`config.mk`:
```
export PLATFORM = sky130hd
export DESIGN_NAME = cafc_filter_ctrl
export DESIGN_NICKNAME = d
export VERILOG_FILES = /design/src/cafc_pkg.sv /design/src/cafc_filter_ctrl.sv
export VERILOG_INCLUDE_DIRS = /design/src
export SDC_FILE = /design/constraint.sdc
export NUM_CORES = 1
export LEC_CHECK = 0
export BUFFER_PORTS_ARGS = -buffer_cell sky130_fd_sc_hd__buf_2
export CAP_MARGIN = 10
export CORE_ASPECT_RATIO = 0.75
export CORE_MARGIN = 1
export CORE_UTILIZATION = 45
export DETAILED_ROUTE_END_ITERATION = 16
export PLACE_DENSITY = 0.68
export SYNTH_ARGS = -nofsm -noshare
export SYNTH_HDL_FRONTEND = slang
export SYNTH_SLANG_ARGS = --single-unit
```
`constraint.sdc`:
```
create_clock -name sys_clk_i -period 6.9 [get_ports sys_clk_i]
set_clock_uncertainty 0.1 [all_clocks]
set_input_delay 0.345 -clock sys_clk_i [delete_from_list [all_inputs] [get_ports sys_clk_i]]
set_output_delay 0.345 -clock sys_clk_i [all_outputs]
set_load 0.01 [all_outputs]
```
`src/cafc_cfg.svh`:
```
// cafc_cfg.svh: offsets, field positions and reset values of the filter control block
// assumes: included by its bare name by the package and the design module
`ifndef CAFC_CFG_SVH
`define CAFC_CFG_SVH

// ----------------------------------------------------------------------------
// register map (byte addresses)
// ----------------------------------------------------------------------------
`define CAFC_ADDR_W          8
`define CAFC_OFS_CTRL_WORD_3 8'h00
`define CAFC_OFS_CTRL_WORD_4 8'h04
`define CAFC_OFS_CTRL_WORD_5 8'h08
`define CAFC_OFS_STATUS      8'h0C

// ----------------------------------------------------------------------------
// geometry and field layout within one filter byte
// ----------------------------------------------------------------------------
`define CAFC_NUM_FILTERS     12
`define CAFC_FIRST_FILTER    12
`define CAFC_NUM_WORDS       3
`define CAFC_SLOTS_PER_WORD  4
`define CAFC_SLOT_W          8
`define CAFC_EN_BIT          7
`define CAFC_MASK_HI         6
`define CAFC_MASK_LO         5
`define CAFC_DEST_HI         4
`define CAFC_DEST_LO         0
`define CAFC_NUM_MASKS       4

// ----------------------------------------------------------------------------
// status word layout and reset values
// ----------------------------------------------------------------------------
`define CAFC_STAT_BLOCK_LO   0
`define CAFC_STAT_COUNT_LO   16
`define CAFC_SLOT_RESET      8'h00
`define CAFC_WORD_RESET      32'h00000000

`endif

```
`src/cafc_pkg.sv`:
```
// cafc_pkg.sv: types shared by the filter control block
// assumes: cafc_cfg.svh is on the include path
`include "cafc_cfg.svh"

package cafc_pkg;

  typedef logic [`CAFC_SLOT_W-1:0]        cafc_slot_t;
  typedef logic [1:0]                     cafc_mask_t;
  typedef logic [4:0]                     cafc_dest_t;
  typedef logic [`CAFC_NUM_MASKS-1:0]     cafc_onehot_t;
  typedef logic [`CAFC_ADDR_W-1:0]        cafc_addr_t;
  typedef logic [31:0]                    cafc_word_t;

endpackage

```
`src/cafc_filter_ctrl.sv`:
```
// cafc_filter_ctrl.sv: control fields of acceptance filters 12 to 23 behind a plain register port
// assumes: one 100 MHz clock, synchronous active-high reset, a master that never overlaps strobes
//
// Implementation choices: the address-and-strobe port and the placing of the registers.
`timescale 1ns/1ps
`include "cafc_cfg.svh"

// Operation
// one enable bit activates each filter
// two-bit field picks acceptance mask 0-3
// five-bit field picks receive buffer 0-31
// fields change only while filter is disabled
// all bits read/write, reset to zero
// byte: enable top, mask next, destination low
// four filters per word, lowest in low byte
// filters 12 and 13 fill word's low half
// write to enabled filter keeps mask, destination
module cafc_filter_ctrl
  import cafc_pkg::*;
(
  input  wire logic                                 sys_clk_i,
  input  wire logic                                 reset_i,
  input  wire logic                                 clk_en_i,
  input  wire cafc_addr_t                           reg_addr_i,
  input  wire cafc_word_t                           reg_wdata_i,
  input  wire logic                                 reg_wr_i,
  input  wire logic                                 reg_rd_i,
  output logic [31:0]                               reg_rdata_o,
  output logic [`CAFC_NUM_FILTERS-1:0]              filter_active_bit_o,
  output logic [2*`CAFC_NUM_FILTERS-1:0]            mask_choice_o,
  output logic [`CAFC_NUM_MASKS*`CAFC_NUM_FILTERS-1:0] mask_onehot_o,
  output logic [5*`CAFC_NUM_FILTERS-1:0]            destination_buffer_choice_o
);

  // --------------------------------------------------------------------------
  // state
  // --------------------------------------------------------------------------
  cafc_slot_t                       slot_r      [`CAFC_NUM_FILTERS];
  cafc_slot_t                       slot_nxt    [`CAFC_NUM_FILTERS];
  logic [`CAFC_NUM_FILTERS-1:0]     blocked_r;
  logic [`CAFC_NUM_FILTERS-1:0]     blocked_nxt;
  logic [31:0]                      rdata_r;
  logic [31:0]                      rdata_nxt;
  cafc_onehot_t                     onehot_r    [`CAFC_NUM_FILTERS];
  cafc_onehot_t                     onehot_nxt  [`CAFC_NUM_FILTERS];

  // --------------------------------------------------------------------------
  // address decode
  // --------------------------------------------------------------------------
  wire logic                        hit_w3;
  wire logic                        hit_w4;
  wire logic                        hit_w5;
  wire logic                        hit_stat;
  wire logic [`CAFC_NUM_WORDS-1:0]  word_wr;
  wire logic                        stat_wr;

  assign hit_w3   = (reg_addr_i == `CAFC_OFS_CTRL_WORD_3);
  assign hit_w4   = (reg_addr_i == `CAFC_OFS_CTRL_WORD_4);
  assign hit_w5   = (reg_addr_i == `CAFC_OFS_CTRL_WORD_5);
  assign hit_stat = (reg_addr_i == `CAFC_OFS_STATUS);
  assign word_wr  = {hit_w5, hit_w4, hit_w3} & {`CAFC_NUM_WORDS{reg_wr_i}};
  assign stat_wr  = hit_stat & reg_wr_i;

  // --------------------------------------------------------------------------
  // per-filter update
  // --------------------------------------------------------------------------
  wire logic [`CAFC_NUM_FILTERS-1:0] slot_wr;
  wire logic [`CAFC_NUM_FILTERS-1:0] fields_locked;
  wire logic [`CAFC_NUM_FILTERS-1:0] refused;
  wire logic [`CAFC_NUM_FILTERS-1:0] blk_clear;
  wire cafc_slot_t                   wr_byte     [`CAFC_NUM_FILTERS];

  genvar gi;
  generate
    for (gi = 0; gi < `CAFC_NUM_FILTERS; gi++) begin : g_slot
      // filter gi sits in word gi/4, byte lane gi%4; lowest filter in bits 7:0
      assign wr_byte[gi] = reg_wdata_i[(gi % `CAFC_SLOTS_PER_WORD)*`CAFC_SLOT_W +: `CAFC_SLOT_W];
      assign slot_wr[gi] = word_wr[gi / `CAFC_SLOTS_PER_WORD];

      // an enabled filter locks its selectors; the enable stays writable so it can be cleared
      assign fields_locked[gi] = slot_r[gi][`CAFC_EN_BIT];

      // a write that tries to change a locked selector is refused and recorded
      assign refused[gi] = slot_wr[gi] & fields_locked[gi] &
                           (wr_byte[gi][`CAFC_MASK_HI:`CAFC_DEST_LO] !=
                            slot_r[gi][`CAFC_MASK_HI:`CAFC_DEST_LO]);

      always_comb begin
        slot_nxt[gi] = slot_r[gi];
        if (slot_wr[gi]) begin
          slot_nxt[gi][`CAFC_EN_BIT] = wr_byte[gi][`CAFC_EN_BIT];
          if (!fields_locked[gi]) begin
            slot_nxt[gi][`CAFC_MASK_HI:`CAFC_MASK_LO] = wr_byte[gi][`CAFC_MASK_HI:`CAFC_MASK_LO];
            slot_nxt[gi][`CAFC_DEST_HI:`CAFC_DEST_LO] = wr_byte[gi][`CAFC_DEST_HI:`CAFC_DEST_LO];
          end
        end
      end

      // mask one-hot: only the chosen mask of an active filter is flagged
      always_comb begin
        onehot_nxt[gi] = '0;
        if (slot_nxt[gi][`CAFC_EN_BIT]) begin
          case (slot_nxt[gi][`CAFC_MASK_HI:`CAFC_MASK_LO])
            2'h0:    onehot_nxt[gi] = 4'h1;
            2'h1:    onehot_nxt[gi] = 4'h2;
            2'h2:    onehot_nxt[gi] = 4'h4;
            2'h3:    onehot_nxt[gi] = 4'h8;
            default: onehot_nxt[gi] = '0;
          endcase
        end
      end

      // sticky refusal flag: a new refusal wins over a clear in the same cycle
      assign blk_clear[gi]   = stat_wr & reg_wdata_i[`CAFC_STAT_BLOCK_LO + gi];
      assign blocked_nxt[gi] = refused[gi] | (blocked_r[gi] & ~blk_clear[gi]);

      assign filter_active_bit_o[gi]               = slot_r[gi][`CAFC_EN_BIT];
      assign mask_choice_o[2*gi +: 2]              = slot_r[gi][`CAFC_MASK_HI:`CAFC_MASK_LO];
      assign destination_buffer_choice_o[5*gi +: 5] = slot_r[gi][`CAFC_DEST_HI:`CAFC_DEST_LO];
      assign mask_onehot_o[`CAFC_NUM_MASKS*gi +: `CAFC_NUM_MASKS] = onehot_r[gi];
    end
  endgenerate

  // --------------------------------------------------------------------------
  // read-back words
  // --------------------------------------------------------------------------
  wire cafc_word_t  word3_val;
  wire cafc_word_t  word4_val;
  wire cafc_word_t  word5_val;
  wire cafc_word_t  stat_val;
  logic [3:0]       active_count;

  assign word3_val = {slot_r[3], slot_r[2], slot_r[1], slot_r[0]};
  assign word4_val = {slot_r[7], slot_r[6], slot_r[5], slot_r[4]};
  assign word5_val = {slot_r[11], slot_r[10], slot_r[9], slot_r[8]};

  always_comb begin
    active_count = 4'h0;
    for (int k = 0; k < `CAFC_NUM_FILTERS; k++) begin
      active_count = active_count + {3'h0, slot_r[k][`CAFC_EN_BIT]};
    end
  end

  assign stat_val = {12'h000, active_count, 4'h0, blocked_r};

  // unmapped addresses read as zero
  assign rdata_nxt = !reg_rd_i ? 32'h00000000 :
                     hit_w3    ? word3_val :
                     hit_w4    ? word4_val :
                     hit_w5    ? word5_val :
                     hit_stat  ? stat_val  : 32'h00000000;

  // --------------------------------------------------------------------------
  // registers
  // --------------------------------------------------------------------------
  always_ff @(posedge sys_clk_i) begin
    if (reset_i) begin
      for (int k = 0; k < `CAFC_NUM_FILTERS; k++) begin
        slot_r[k]   <= `CAFC_SLOT_RESET;
        onehot_r[k] <= '0;
      end
    end else if (clk_en_i) begin
      for (int k = 0; k < `CAFC_NUM_FILTERS; k++) begin
        slot_r[k]   <= slot_nxt[k];
        onehot_r[k] <= onehot_nxt[k];
      end
    end
  end

  always_ff @(posedge sys_clk_i) begin
    if (reset_i) begin
      blocked_r <= '0;
      rdata_r   <= `CAFC_WORD_RESET;
    end else if (clk_en_i) begin
      blocked_r <= blocked_nxt;
      rdata_r   <= rdata_nxt;
    end
  end

  assign reg_rdata_o = rdata_r;

endmodule

```
# Yosys cells after proc, flatten, opt, wreduce, memory -nomap -nowiden
# Memories as Yosys holds them, arrays and structs flattened.
# Index checks and enable logic that the tools add are counted.
[word_totals]
output_inout_bits = 176
mem_count = 2
reg_bits = 44
ram_bits = 144
[op_classes]
add_sub_neg = 11
n_eq_ne = 51
reduce_logical = 13
muxes = 82
n_bitwise = 98
[mem_list]
columns = ["name", "depth", "word_bits", "read_ports", "rd_ports_with_merged_regs", "wr", "line_no", "rtl"]
rows = [
  ["slot_r", 12, 8, 12, 0, 12, "cafc_filter_ctrl.sv:38", "cafc_slot_t slot_r [`CAFC_NUM_FILTERS];"],
  ["onehot_r", 12, 4, 12, 0, 12, "cafc_filter_ctrl.sv:44", "cafc_onehot_t onehot_r [`CAFC_NUM_FILTERS];"],
]
[op_table]
columns = ["operator", "count"]
rows = [
  ["8-bit 2-to-1 mux", 24],
  ["4-bit one-hot mux with 4 select lines", 12],
  ["32-bit 2-to-1 mux", 4],
  ["4-bit 2-to-1 mux", 24],
  ["7-bit 2-to-1 mux", 12],
  ["7-bit inequality test", 12],
  ["1-bit bitwise AND", 49],
  ["2-bit == test (second input constant)", 24],
  ["1-bit bitwise OR", 36],
  ["4-bit by 1-bit adder with 4-bit output", 8],
  ["2-bit by 1-bit == test with 1-bit output (second input constant)", 12],
  ["2-bit logical NOT", 12],
  ["20-bit 2-to-1 mux", 1],
  ["8-bit by 4-bit == test with 1-bit output (second input constant)", 2],
  ["1-bit inverter", 12],
  ["8-bit by 3-bit == test with 1-bit output (second input constant)", 1],
  ["8-bit logical NOT", 1],
  ["1-bit 2-to-1 mux", 5],
  ["3-bit by 1-bit adder with 4-bit output", 1],
  ["2-bit by 1-bit adder with 3-bit output", 1],
  ["3-bit bitwise AND", 1],
  ["1-bit by 1-bit adder with 2-bit output", 1],
]

# Depth between registers and ports, before layout
# Gate-level depths: netlist of the first run.
# An unclocked memory read counts as a cell.
[depth]
depth_word = 17
ltp_mapped = 12
mapped_depth_nobuf = 12

# Worst setup path after synthesis of the first run
# Ideal clock, no wire load.
[synth_timing]
path_kind = "register -> register"
start = "memory slot_r[2][7] (netlist name)"
end = "register rdata_r[17], in the netlist reg_rdata_o[17]"
slack_ps = 3143
synth_period_minus_slack_ps = 3757
n_path_buf = 0
setup_time_ps = 74
arrival_ps = 3583
stages_incl_launch_ff = 13
path_cell_list = "edfxtp_1 inv_1 fa_1 fa_1 fa_1 fa_1 inv_1 ha_1 fa_1 mux2i_1 nand2_1 o211ai_1 o21ai_0"
[synth_rtl]
columns = ["item", "line_no", "rtl"]
rows = [
  ["start: declaration", "cafc_filter_ctrl.sv:38", ""],
  ["end signal: assignment", "cafc_filter_ctrl.sv:173", "rdata_r <= `CAFC_WORD_RESET;"],
  ["end signal: assignment", "cafc_filter_ctrl.sv:176", "rdata_r <= rdata_nxt;"],
  ["end: declaration", "cafc_filter_ctrl.sv:42", "logic [31:0] rdata_r;"],
]

==> results of run 1 <==
tightest hold or removal path, delay by kind of cell:
kind | cells | cell delay [ns]
compound gates | 2 | 0.19
buf+inv | 1 | 0.17
sequential cells by signal, indices dropped and copies added (netlist names):
register	cells
reg_rdata_o	32
blocked_r	12
onehot_r	48
slot_r	96
final timing paths:
path	end	slack, ns	depth (start not counted)
setup / recovery	reg_rdata_o[17]	2.77	12
hold / removal	blocked_r[11]	0.21	3
setup reg to reg	reg_rdata_o[17]	2.77	12
hold reg to reg	reg_rdata_o[12]	0.34	2
per-layer routing:
metal | vias up | global-route usage [%] | wire length (µm)
met4 | 0 | 7.53 | 402
met2 | 484 | 40.4 | 13800
li1 | 3838 | - | -
met1 | 4082 | 40.8 | 14100
met5 | - | 0 | 0
met3 | 38 | 6.31 | 3170
layout make-up:
cell class                      instances  area, µm²  share of cell area, %
Antenna cell                            1       2.50                 0.0210
Clock buffer                           20        447                   3.75
Multi-Input combinational cell        665       4330                   36.4
Sequential cell                       188       5200                   43.7
Tap cell                              288        360                   3.03
Timing Repair Buffer                  231       1180                   9.92
Inverter                               51        193                   1.62
Clock inverter                         12        184                   1.54
cell families after synthesis:
logic type | after synthesis | share of synthesized area [%]
AO/OA/AOI/OAI | 154 | 10.3
XOR/XNOR | 85 | 7.45
adder cells (fa/ha/maj) | 11 | 1.90
buffers and inverters | 115 | 4.57
flip-flops | 188 | 52.1
multiplexers | 48 | 5.17
AND/OR/NAND/NOR | 367 | 18.5
power by group through the flow:
stage	combinational (W)	sequential [W]	clock, W
after floorplan	0.000186	0.00134	0
after global placement	0.000318	0.00133	0
after detailed placement	0.000324	0.00133	0
after CTS	0.000326	0.00131	0.00108
after global routing	0.000359	0.00131	0.00112
final	0.000329	0.00131	0.00107
through the flow:
stage,hold slack (ns),instance area (µm²)
CTS,0.201,11900
global placement,0.328,11300
global route,0.221,11900
finish,0.214,11900
detailed placement,0.333,11300
floorplan,0.367,9990
placed cells by master, fill, tap and decap left out, types with 25 or more instances in the layout:
cell type / instances
a21oi_1: 43
mux2i_1: 31
edfxtp_1: 144
xnor2_1: 41
nand4_1: 26
dfxtp_1: 44
buf_2: 221
nand2_1: 131
xor2_1: 44
o21ai_0: 25
inv_1: 50
nor2_1: 96
==> results.toml, run 1 <==
[placed_design]
dp_cells = 1423
dp_hpwl_mm = 22.5
globalplace.congestion = 0.897
pre_cts_ws_ns = 2.81
io_buffers = 220

[worst_setup_path]
critPathSlowestCell = "fa_1"
path_delay_family = "adder cells"
endpoint_kind = "flop"
cp_data_required_time_ns = 7.17
worst_ep_arrival_time_ns = 4.40
rr_startpoint = "slot_r[0][15]"
cp_num_buf_inv = 2
max_stage_delay_ns = 0.60
critical_path_class = "reg2reg"
crit_path_start = "slot_r[0][15]"
worst_setup_path_start_kind = "flop"
crit_chain = "fa_1 -> inv_1 -> fa_1 -> fa_1 -> fa_1 -> inv_1 -> ha_1 -> fa_1 -> mux2i_1 -> nand2_1 -> o211ai_1 -> o21ai_0"
cpMostUsedCell = "fa_1"
cp_max_fo = 12

[status]
outcome = "finished, final reports clean"

[routing]
drt-total-wl_mm = 31.4
drtPass1Iterations = 6
routedWlPerCell_um = 21.6
first_iter_violations = 1062
route.detailed.drc = 0
viasPerCell = 5.80
vias = 8442
ant_nets = 0

[global_routing]
antenna_found_initial = 2
grt-ovfl-total = 0
grt_pass1_vias = 7851
grtUsageTotal_pct = 27.6
grt_max_degree = 57
grt_pass1_wl_mm = 47.0

[synthesis]
ys_ff_latch = 188
yosysSeqAreaShare_pct = 52.1
yosys.area.top_type_share_pct = 43.3
netlist_area_um2 = 9990
synthArstFlopShare_pct = 0
synthCells = 968
syn-num-nets = 1024
syn_avg_cell_area_um2 = 10.3
synth_most_common_cell = "edfxtp_1"
yosys.area.top_type = "edfxtp_1"
ys_types = 55
yosys_warnings = 0
ys.flop_type = "edfxtp_1"
synth_common_cells = "144 x edfxtp_1, 131 x nand2_1, 97 x nor2_1"
synth_area_leaders = "edfxtp_1 43%, dfxtp_1 8.8%, nand2_1 4.9%, xor2_1 3.9%, nor2_1 3.6%"
synth_edf_count = 144

[layout]
fin_nets = 1210
nFillCells = 1894
stdcell_count = 1456
area_growth_pct = 19.2
drive_gt1_share_pct = 26.3
final_util_pct = 55.5

[power]
combPwrFrac_pct = 12.1
sw_frac_of_total_pct = 26.1
power.share.sequential_pct = 48.3
peakVddDrop_uv = 151
p_sw_w = 0.000706
p_leak_nw = 4.91
clockPowerShare_pct = 39.6
p_total_w = 0.00271
power_density_nw_per_um2 = 227
p_int_w = 0.00200

[die]
die_y_um = 131
die_area_um2 = 22800
die_w_um = 174
core-area_um2 = 21500
num_io_pins = 221
initial_core_util_pct = 46.5
num_rows = 46

[sta]
finalWorstSetupSlack_ns = 2.77
fmax_mhz = 242
worstMarginPinSlew_ns = 1.16
period_share_pct = 59.8
drv_slew = 0
finalCriticalPeriod_ns = 4.13
hold_viol_final = 0
fin_tns_setup_ns = 0
finalSetupViolCount = 0
relSlewSlack_pct = 22.2
rsz0062_at_grt = "no"

[run]
maxCapViolations = 0

[clocking]
clockBufferDepth = 2
clk_latency_ns = 0.44
hold_buffers = 0
post_cts_buffers = 0
cts_tree = "done"
root_buffer = "clkbuf_16"
clkSinkCount = 188
htreeDepth = 4
path_clk_slew_ns = 0.07
cts-resized-gates = 0
cts_buffers = 17

[worst_hold_path]
worstHoldStart = "reg_wdata_i[11]"
hold_path.class = "in2reg"
Power figures use the tool's default switching activity.
==> run 2, diff against run 1 <==
--- a/config.mk
+++ b/config.mk
@@ -12,7 +12,7 @@
 export CORE_MARGIN = 1
 export CORE_UTILIZATION = 45
 export DETAILED_ROUTE_END_ITERATION = 16
-export PLACE_DENSITY = 0.68
+export PLACE_DENSITY = 0.71
 export SYNTH_ARGS = -nofsm -noshare
 export SYNTH_HDL_FRONTEND = slang
 export SYNTH_SLANG_ARGS = --single-unit
==> constraint.sdc (replaced) <==
create_clock -name sys_clk_i -period 3.4 [get_ports sys_clk_i]
set_clock_uncertainty 0.1 [all_clocks]
set_input_delay 0.17 -clock sys_clk_i [delete_from_list [all_inputs] [get_ports sys_clk_i]]
set_output_delay 0.17 -clock sys_clk_i [all_outputs]
set_load 0.01 [all_outputs]
==> results.toml, run 2 (same netlist as run 1, synthesis figures left out) <==
[status]
outcome = "finished with violations"
violations = "negative setup slack"

[routing]
vias = 8524
ant_nets = 0
first_iter_violations = 975
routedWlPerCell_um = 21.4
drtPass1Iterations = 5
route.detailed.drc = 0
drt-total-wl_mm = 31.9
viasPerCell = 5.72

[power]
p_sw_w = 0.00140
p_leak_nw = 5.04
combPwrFrac_pct = 14.2
p_int_w = 0.00391
sw_frac_of_total_pct = 26.3
power.share.sequential_pct = 49.7
clockPowerShare_pct = 36.1
peakVddDrop_uv = 340
p_total_w = 0.00531
power_density_nw_per_um2 = 438

[placed_design]
io_buffers = 220
globalplace.congestion = 0.923
pre_cts_ws_ns = -0.440
dp_hpwl_mm = 23.5

[worst_setup_path]
cp_max_fo = 2
cp_data_required_time_ns = 3.66
critical_path_class = "reg2reg"
rrSetupSlack_ns = -0.42
worst_ep_arrival_time_ns = 4.08
worst_setup_path_start_kind = "flop"
endpoint_kind = "flop"

[layout]
layout.cells.most_common_list = "220 x buf_2, 144 x edfxtp_1, 131 x nand2_1, 96 x nor2_1"
largest_register_ffs = 96
layout_commonest_cell = "buf_2"
area_growth_pct = 21.4
largest_register = "slot_r"
final_util_pct = 56.5
drive_gt1_share_pct = 28.6
fin_nets = 1246

[clocking]
hold_buffers = 0
root_buffer = "clkbuf_16"
post_cts_buffers = 0
cts_buffers = 17
clk_latency_ns = 0.43
cts_tree = "done"
clkSinkCount = 188
path_clk_slew_ns = 0.07
htreeDepth = 4
clockBufferDepth = 2

[sta]
rsz0062_at_grt = "yes"
finalWorstSetupSlack_ns = -0.417
hold_viol_final = 0
fmax_mhz = 262
worstMarginPinSlew_ns = 1.05
finalSetupViolCount = 3
drv_slew = 0
relSlewSlack_pct = 29.9
finalCriticalPeriod_ns = 3.82
period_share_pct = 112

[global_routing]
grt_pass1_vias = 7879
grtUsageTotal_pct = 28.0
antenna_found_initial = 1
grt-ovfl-total = 0
grt_max_degree = 47
grt_pass1_wl_mm = 47.0

[die]
core-area_um2 = 21500
num_io_pins = 221
die_area_um2 = 22800
die_w_um = 174
num_rows = 46
initial_core_util_pct = 46.5
die_y_um = 131

[run]
maxCapViolations = 0

[worst_hold_path]
hold_path.class = "in2reg"
==> run 2: cell count changes in the layout (fill, tap and decap cells not counted), sizes merged <==
cell / before / now
buf: 231 / 267
bufinv: 4 / 2
clkbuf: 20 / 22
inv: 53 / 51
==> run 2: critical path: stages, from the launching register on <==
cell and delay [ns]:
edfxtp_1 0.42, fa_1 0.58, inv_2 0.05, fa_1 0.53
fa_1 0.43, fa_1 0.52, inv_2 0.05, ha_4 0.16
fa_2 0.56, mux2i_1 0.07, nand2_1 0.08, o211ai_1 0.09
o21ai_1 0.13
==> run 2: repair_timing <==
action	in CTS	in global routing
endpoints found under the setup margin	4	4
cloned	0	0
resized for setup	5	4
pin swaps	5	6
==> run 2: layer usage <==
| metal | vias up | GRT usage (%) | wire, µm |
|---|---|---|---|
| met2 | 529 | 40.8 | 13700 |
| met5 | - | 0 | 0 |
| met4 | 0 | 11.0 | 920 |
| met1 | 4040 | 40.2 | 13800 |
| met3 | 57 | 6.68 | 3510 |
| li1 | 3898 | - | - |
==> run 2: path summary, 6_finish.rpt <==
check,start,end,cells after the start
worst min register to register,reg_rdata_o[25],reg_rdata_o[25],2
worst max register to register,slot_r[1][31],reg_rdata_o[17],12
worst min-delay path,reg_wdata_i[1],blocked_r[1],3
worst max-delay path,slot_r[1][31],reg_rdata_o[17],12
==> run 2: power by group through the flow <==
stage,logic (W),registers (W),clock network [W]
finish,0.000755,0.00264,0.00192
global route,0.000824,0.00265,0.00202
CTS,0.000734,0.00264,0.00193
detailed placement,0.000714,0.00269,0
global placement,0.000701,0.00268,0
floorplan,0.000380,0.00271,0
==> run 2: through the flow <==
step	setup TNS, ns	std cells	instance area, µm²	hold WS (ns)
5_1_grt	-1.36	1490	12100	0.0552
2_1_floorplan	-0.566	968	9990	0.293
6_report	-0.881	1490	12100	0.0380
4_1_cts	-0.823	1489	12100	0.0260
3_3_place_gp	-0.757	1459	11600	0.330
3_5_place_dp	-0.871	1459	11600	0.330
==> run 2: layout make-up <==
cell class | instances | area, µm²
clock buffers | 22 | 444
clock inverters | 8 | 95.1
flip-flops and latches | 188 | 5200
fillers | 1879 | 9340
multi-input cells | 665 | 4360
inverters | 51 | 193
well taps | 288 | 360
repair buffers | 267 | 1470
diodes | 1 | 2.50
==> run 3, diff against run 2 <==
--- a/config.mk
+++ b/config.mk
@@ -10,9 +10,9 @@
 export CAP_MARGIN = 10
 export CORE_ASPECT_RATIO = 0.75
 export CORE_MARGIN = 1
-export CORE_UTILIZATION = 45
+export CORE_UTILIZATION = 30
 export DETAILED_ROUTE_END_ITERATION = 16
-export PLACE_DENSITY = 0.71
+export GPL_TIMING_DRIVEN = 1
 export SYNTH_ARGS = -nofsm -noshare
 export SYNTH_HDL_FRONTEND = slang
 export SYNTH_SLANG_ARGS = --single-unit
==> constraint.sdc (replaced) <==
create_clock -name sys_clk_i -period 3.4 [get_ports sys_clk_i]
set_clock_uncertainty 0.1 [all_clocks]
set_input_delay 0.17 -clock sys_clk_i [delete_from_list [all_inputs] [get_ports sys_clk_i]]
set_output_delay 0.17 -clock sys_clk_i [all_outputs]
set_load 0.02 [all_outputs]
==> results.toml, run 3 (same netlist as run 1, synthesis figures left out) <==
[status]
outcome = "finished with violations"
violations = "negative setup slack"

[routing]
vias = 8612
drt-total-wl_mm = 35.5
first_iter_violations = 802
ant_nets = 0
route.detailed.drc = 0
routedWlPerCell_um = 21.5
viasPerCell = 5.22
drtPass1Iterations = 7

[global_routing]
antenna_found_initial = 4
grt_pass1_vias = 8115
grt_max_degree = 47
grtUsageTotal_pct = 20.9
grt_pass1_wl_mm = 52.3
grt-ovfl-total = 0

[placed_design]
globalplace.congestion = 0.885
io_buffers = 220
dp_hpwl_mm = 26.9

[layout]
seq_area_um2 = 5200
fin_nets = 1247
drive_gt1_share_pct = 29.2
area_growth_pct = 24.2
final_util_pct = 38.1
layout.cells.most_common_list = "220 x buf_2, 144 x edfxtp_1, 131 x nand2_1, 96 x nor2_1"
multiInputGateArea_um2 = 4350
largest_register_ffs = 96
layout_commonest_cell = "buf_2"
largest_register = "slot_r"
nFillCells = 3285

[die]
die_area_um2 = 34000
num_rows = 57
initial_core_util_pct = 30.6
core-area_um2 = 32600
die_w_um = 213
die_y_um = 160
num_io_pins = 221

[sta]
finalSetupViolCount = 3
worstMarginPinSlew_ns = 0.998
fin_hold_ws_ns = 0.0248
drv_slew = 0
fmax_mhz = 271
rsz0062_at_grt = "yes"
hold_viol_final = 0
finalCriticalPeriod_ns = 3.69
finalWorstSetupSlack_ns = -0.290
period_share_pct = 109
relSlewSlack_pct = 32.9

[worst_setup_path]
path_delay_family = "adder cells"
worst_ep_arrival_time_ns = 3.97
cp_num_buf_inv = 2
crit_chain = "fa_1 -> inv_2 -> fa_1 -> fa_1 -> fa_1 -> inv_2 -> ha_4 -> fa_2 -> mux2i_1 -> nand2_1 -> o211ai_1 -> o21ai_1"
critical_path_class = "reg2reg"
cp_max_fo = 2
worst_setup_path_start_kind = "flop"
endpoint_kind = "flop"
cpMostUsedCell = "fa_1"
max_stage_delay_ns = 0.56
cp_data_required_time_ns = 3.68
critPathSlowestCell = "fa_1"

[clocking]
clk_latency_ns = 0.45
clkSinkCount = 188
cts_buffers = 17
clockBufferDepth = 2
hold_buffers = 0
cts_tree = "done"
htreeDepth = 4
path_clk_slew_ns = 0.08
root_buffer = "clkbuf_16"

[power]
clockPowerShare_pct = 38.6
combPwrFrac_pct = 14.4
p_sw_w = 0.00157
power_density_nw_per_um2 = 452
p_leak_nw = 5.09
p_total_w = 0.00561
sw_frac_of_total_pct = 28.1
peakVddDrop_uv = 311
p_int_w = 0.00403
power.share.sequential_pct = 47.0

[worst_hold_path]
hold_path.class = "in2reg"

[run]
maxCapViolations = 0
## run 3: final timing paths
path | cells after the start | from | slack (ns) | to
worst max-delay path | 12 | slot_r[1][31] | -0.29 | reg_rdata_o[17]
worst min-delay path | 3 | reg_wdata_i[3] | 0.02 | blocked_r[3]
worst max register to register | 12 | slot_r[1][31] | -0.29 | reg_rdata_o[17]
worst min register to register | 2 | reg_rdata_o[21] | 0.34 | reg_rdata_o[21]
## run 3: stage by stage
step | TNS [ns] | cells | setup slack (ns) | cell area, µm²
floorplan | -0.705 | 968 | -0.401 | 10000
global placement | -0.723 | 1613 | -0.360 | 11800
detailed placement | -0.778 | 1613 | -0.388 | 11800
CTS | -0.782 | 1646 | -0.357 | 12400
global route | -0.914 | 1649 | -0.422 | 12400
finish | -0.569 | 1650 | -0.290 | 12400
## run 3: cell type report
cell class	instances	share of cell area (%)
Timing Repair Buffer	268	11.9
Tap cell	442	4.46
Sequential cell	188	41.9
Multi-Input combinational cell	665	35.1
Antenna cell	4	0.0806
Clock inverter	13	1.46
Inverter	51	1.55
Clock buffer	19	3.57
## run 3: power by group through the flow
stage	logic (W)	registers [W]	clock network, W
6_report	0.000810	0.00264	0.00216
5_1_grt	0.000873	0.00265	0.00230
4_1_cts	0.000811	0.00263	0.00220
3_5_place_dp	0.000791	0.00269	0
3_3_place_gp	0.000781	0.00268	0
2_1_floorplan	0.000382	0.00278	0
## run 3: tightest hold or removal path: stages
cell and delay, ns:
buf_2 0.14, a21oi_1 0.13, a31o_2 0.10
## run 3: what timing repair did
action,4_1_cts,5_1_grt
setup buffers,1,0
resized for setup,4,1
endpoints found under the setup margin,3,4
hold endpoints to repair,0,0
pin swaps,9,7
## run 3: layer usage
metal | part of all wire (%) | vias to the layer above | wire, µm | GRT usage (%)
li1 | - | 3906 | - | -
met1 | 45 | 4237 | 15900 | 29.6
met2 | 44 | 431 | 15600 | 30.9
met3 | 9.8 | 38 | 3460 | 6.12
met4 | 1.5 | 0 | 521 | 5.62
met5 | 0 | - | 0 | 0
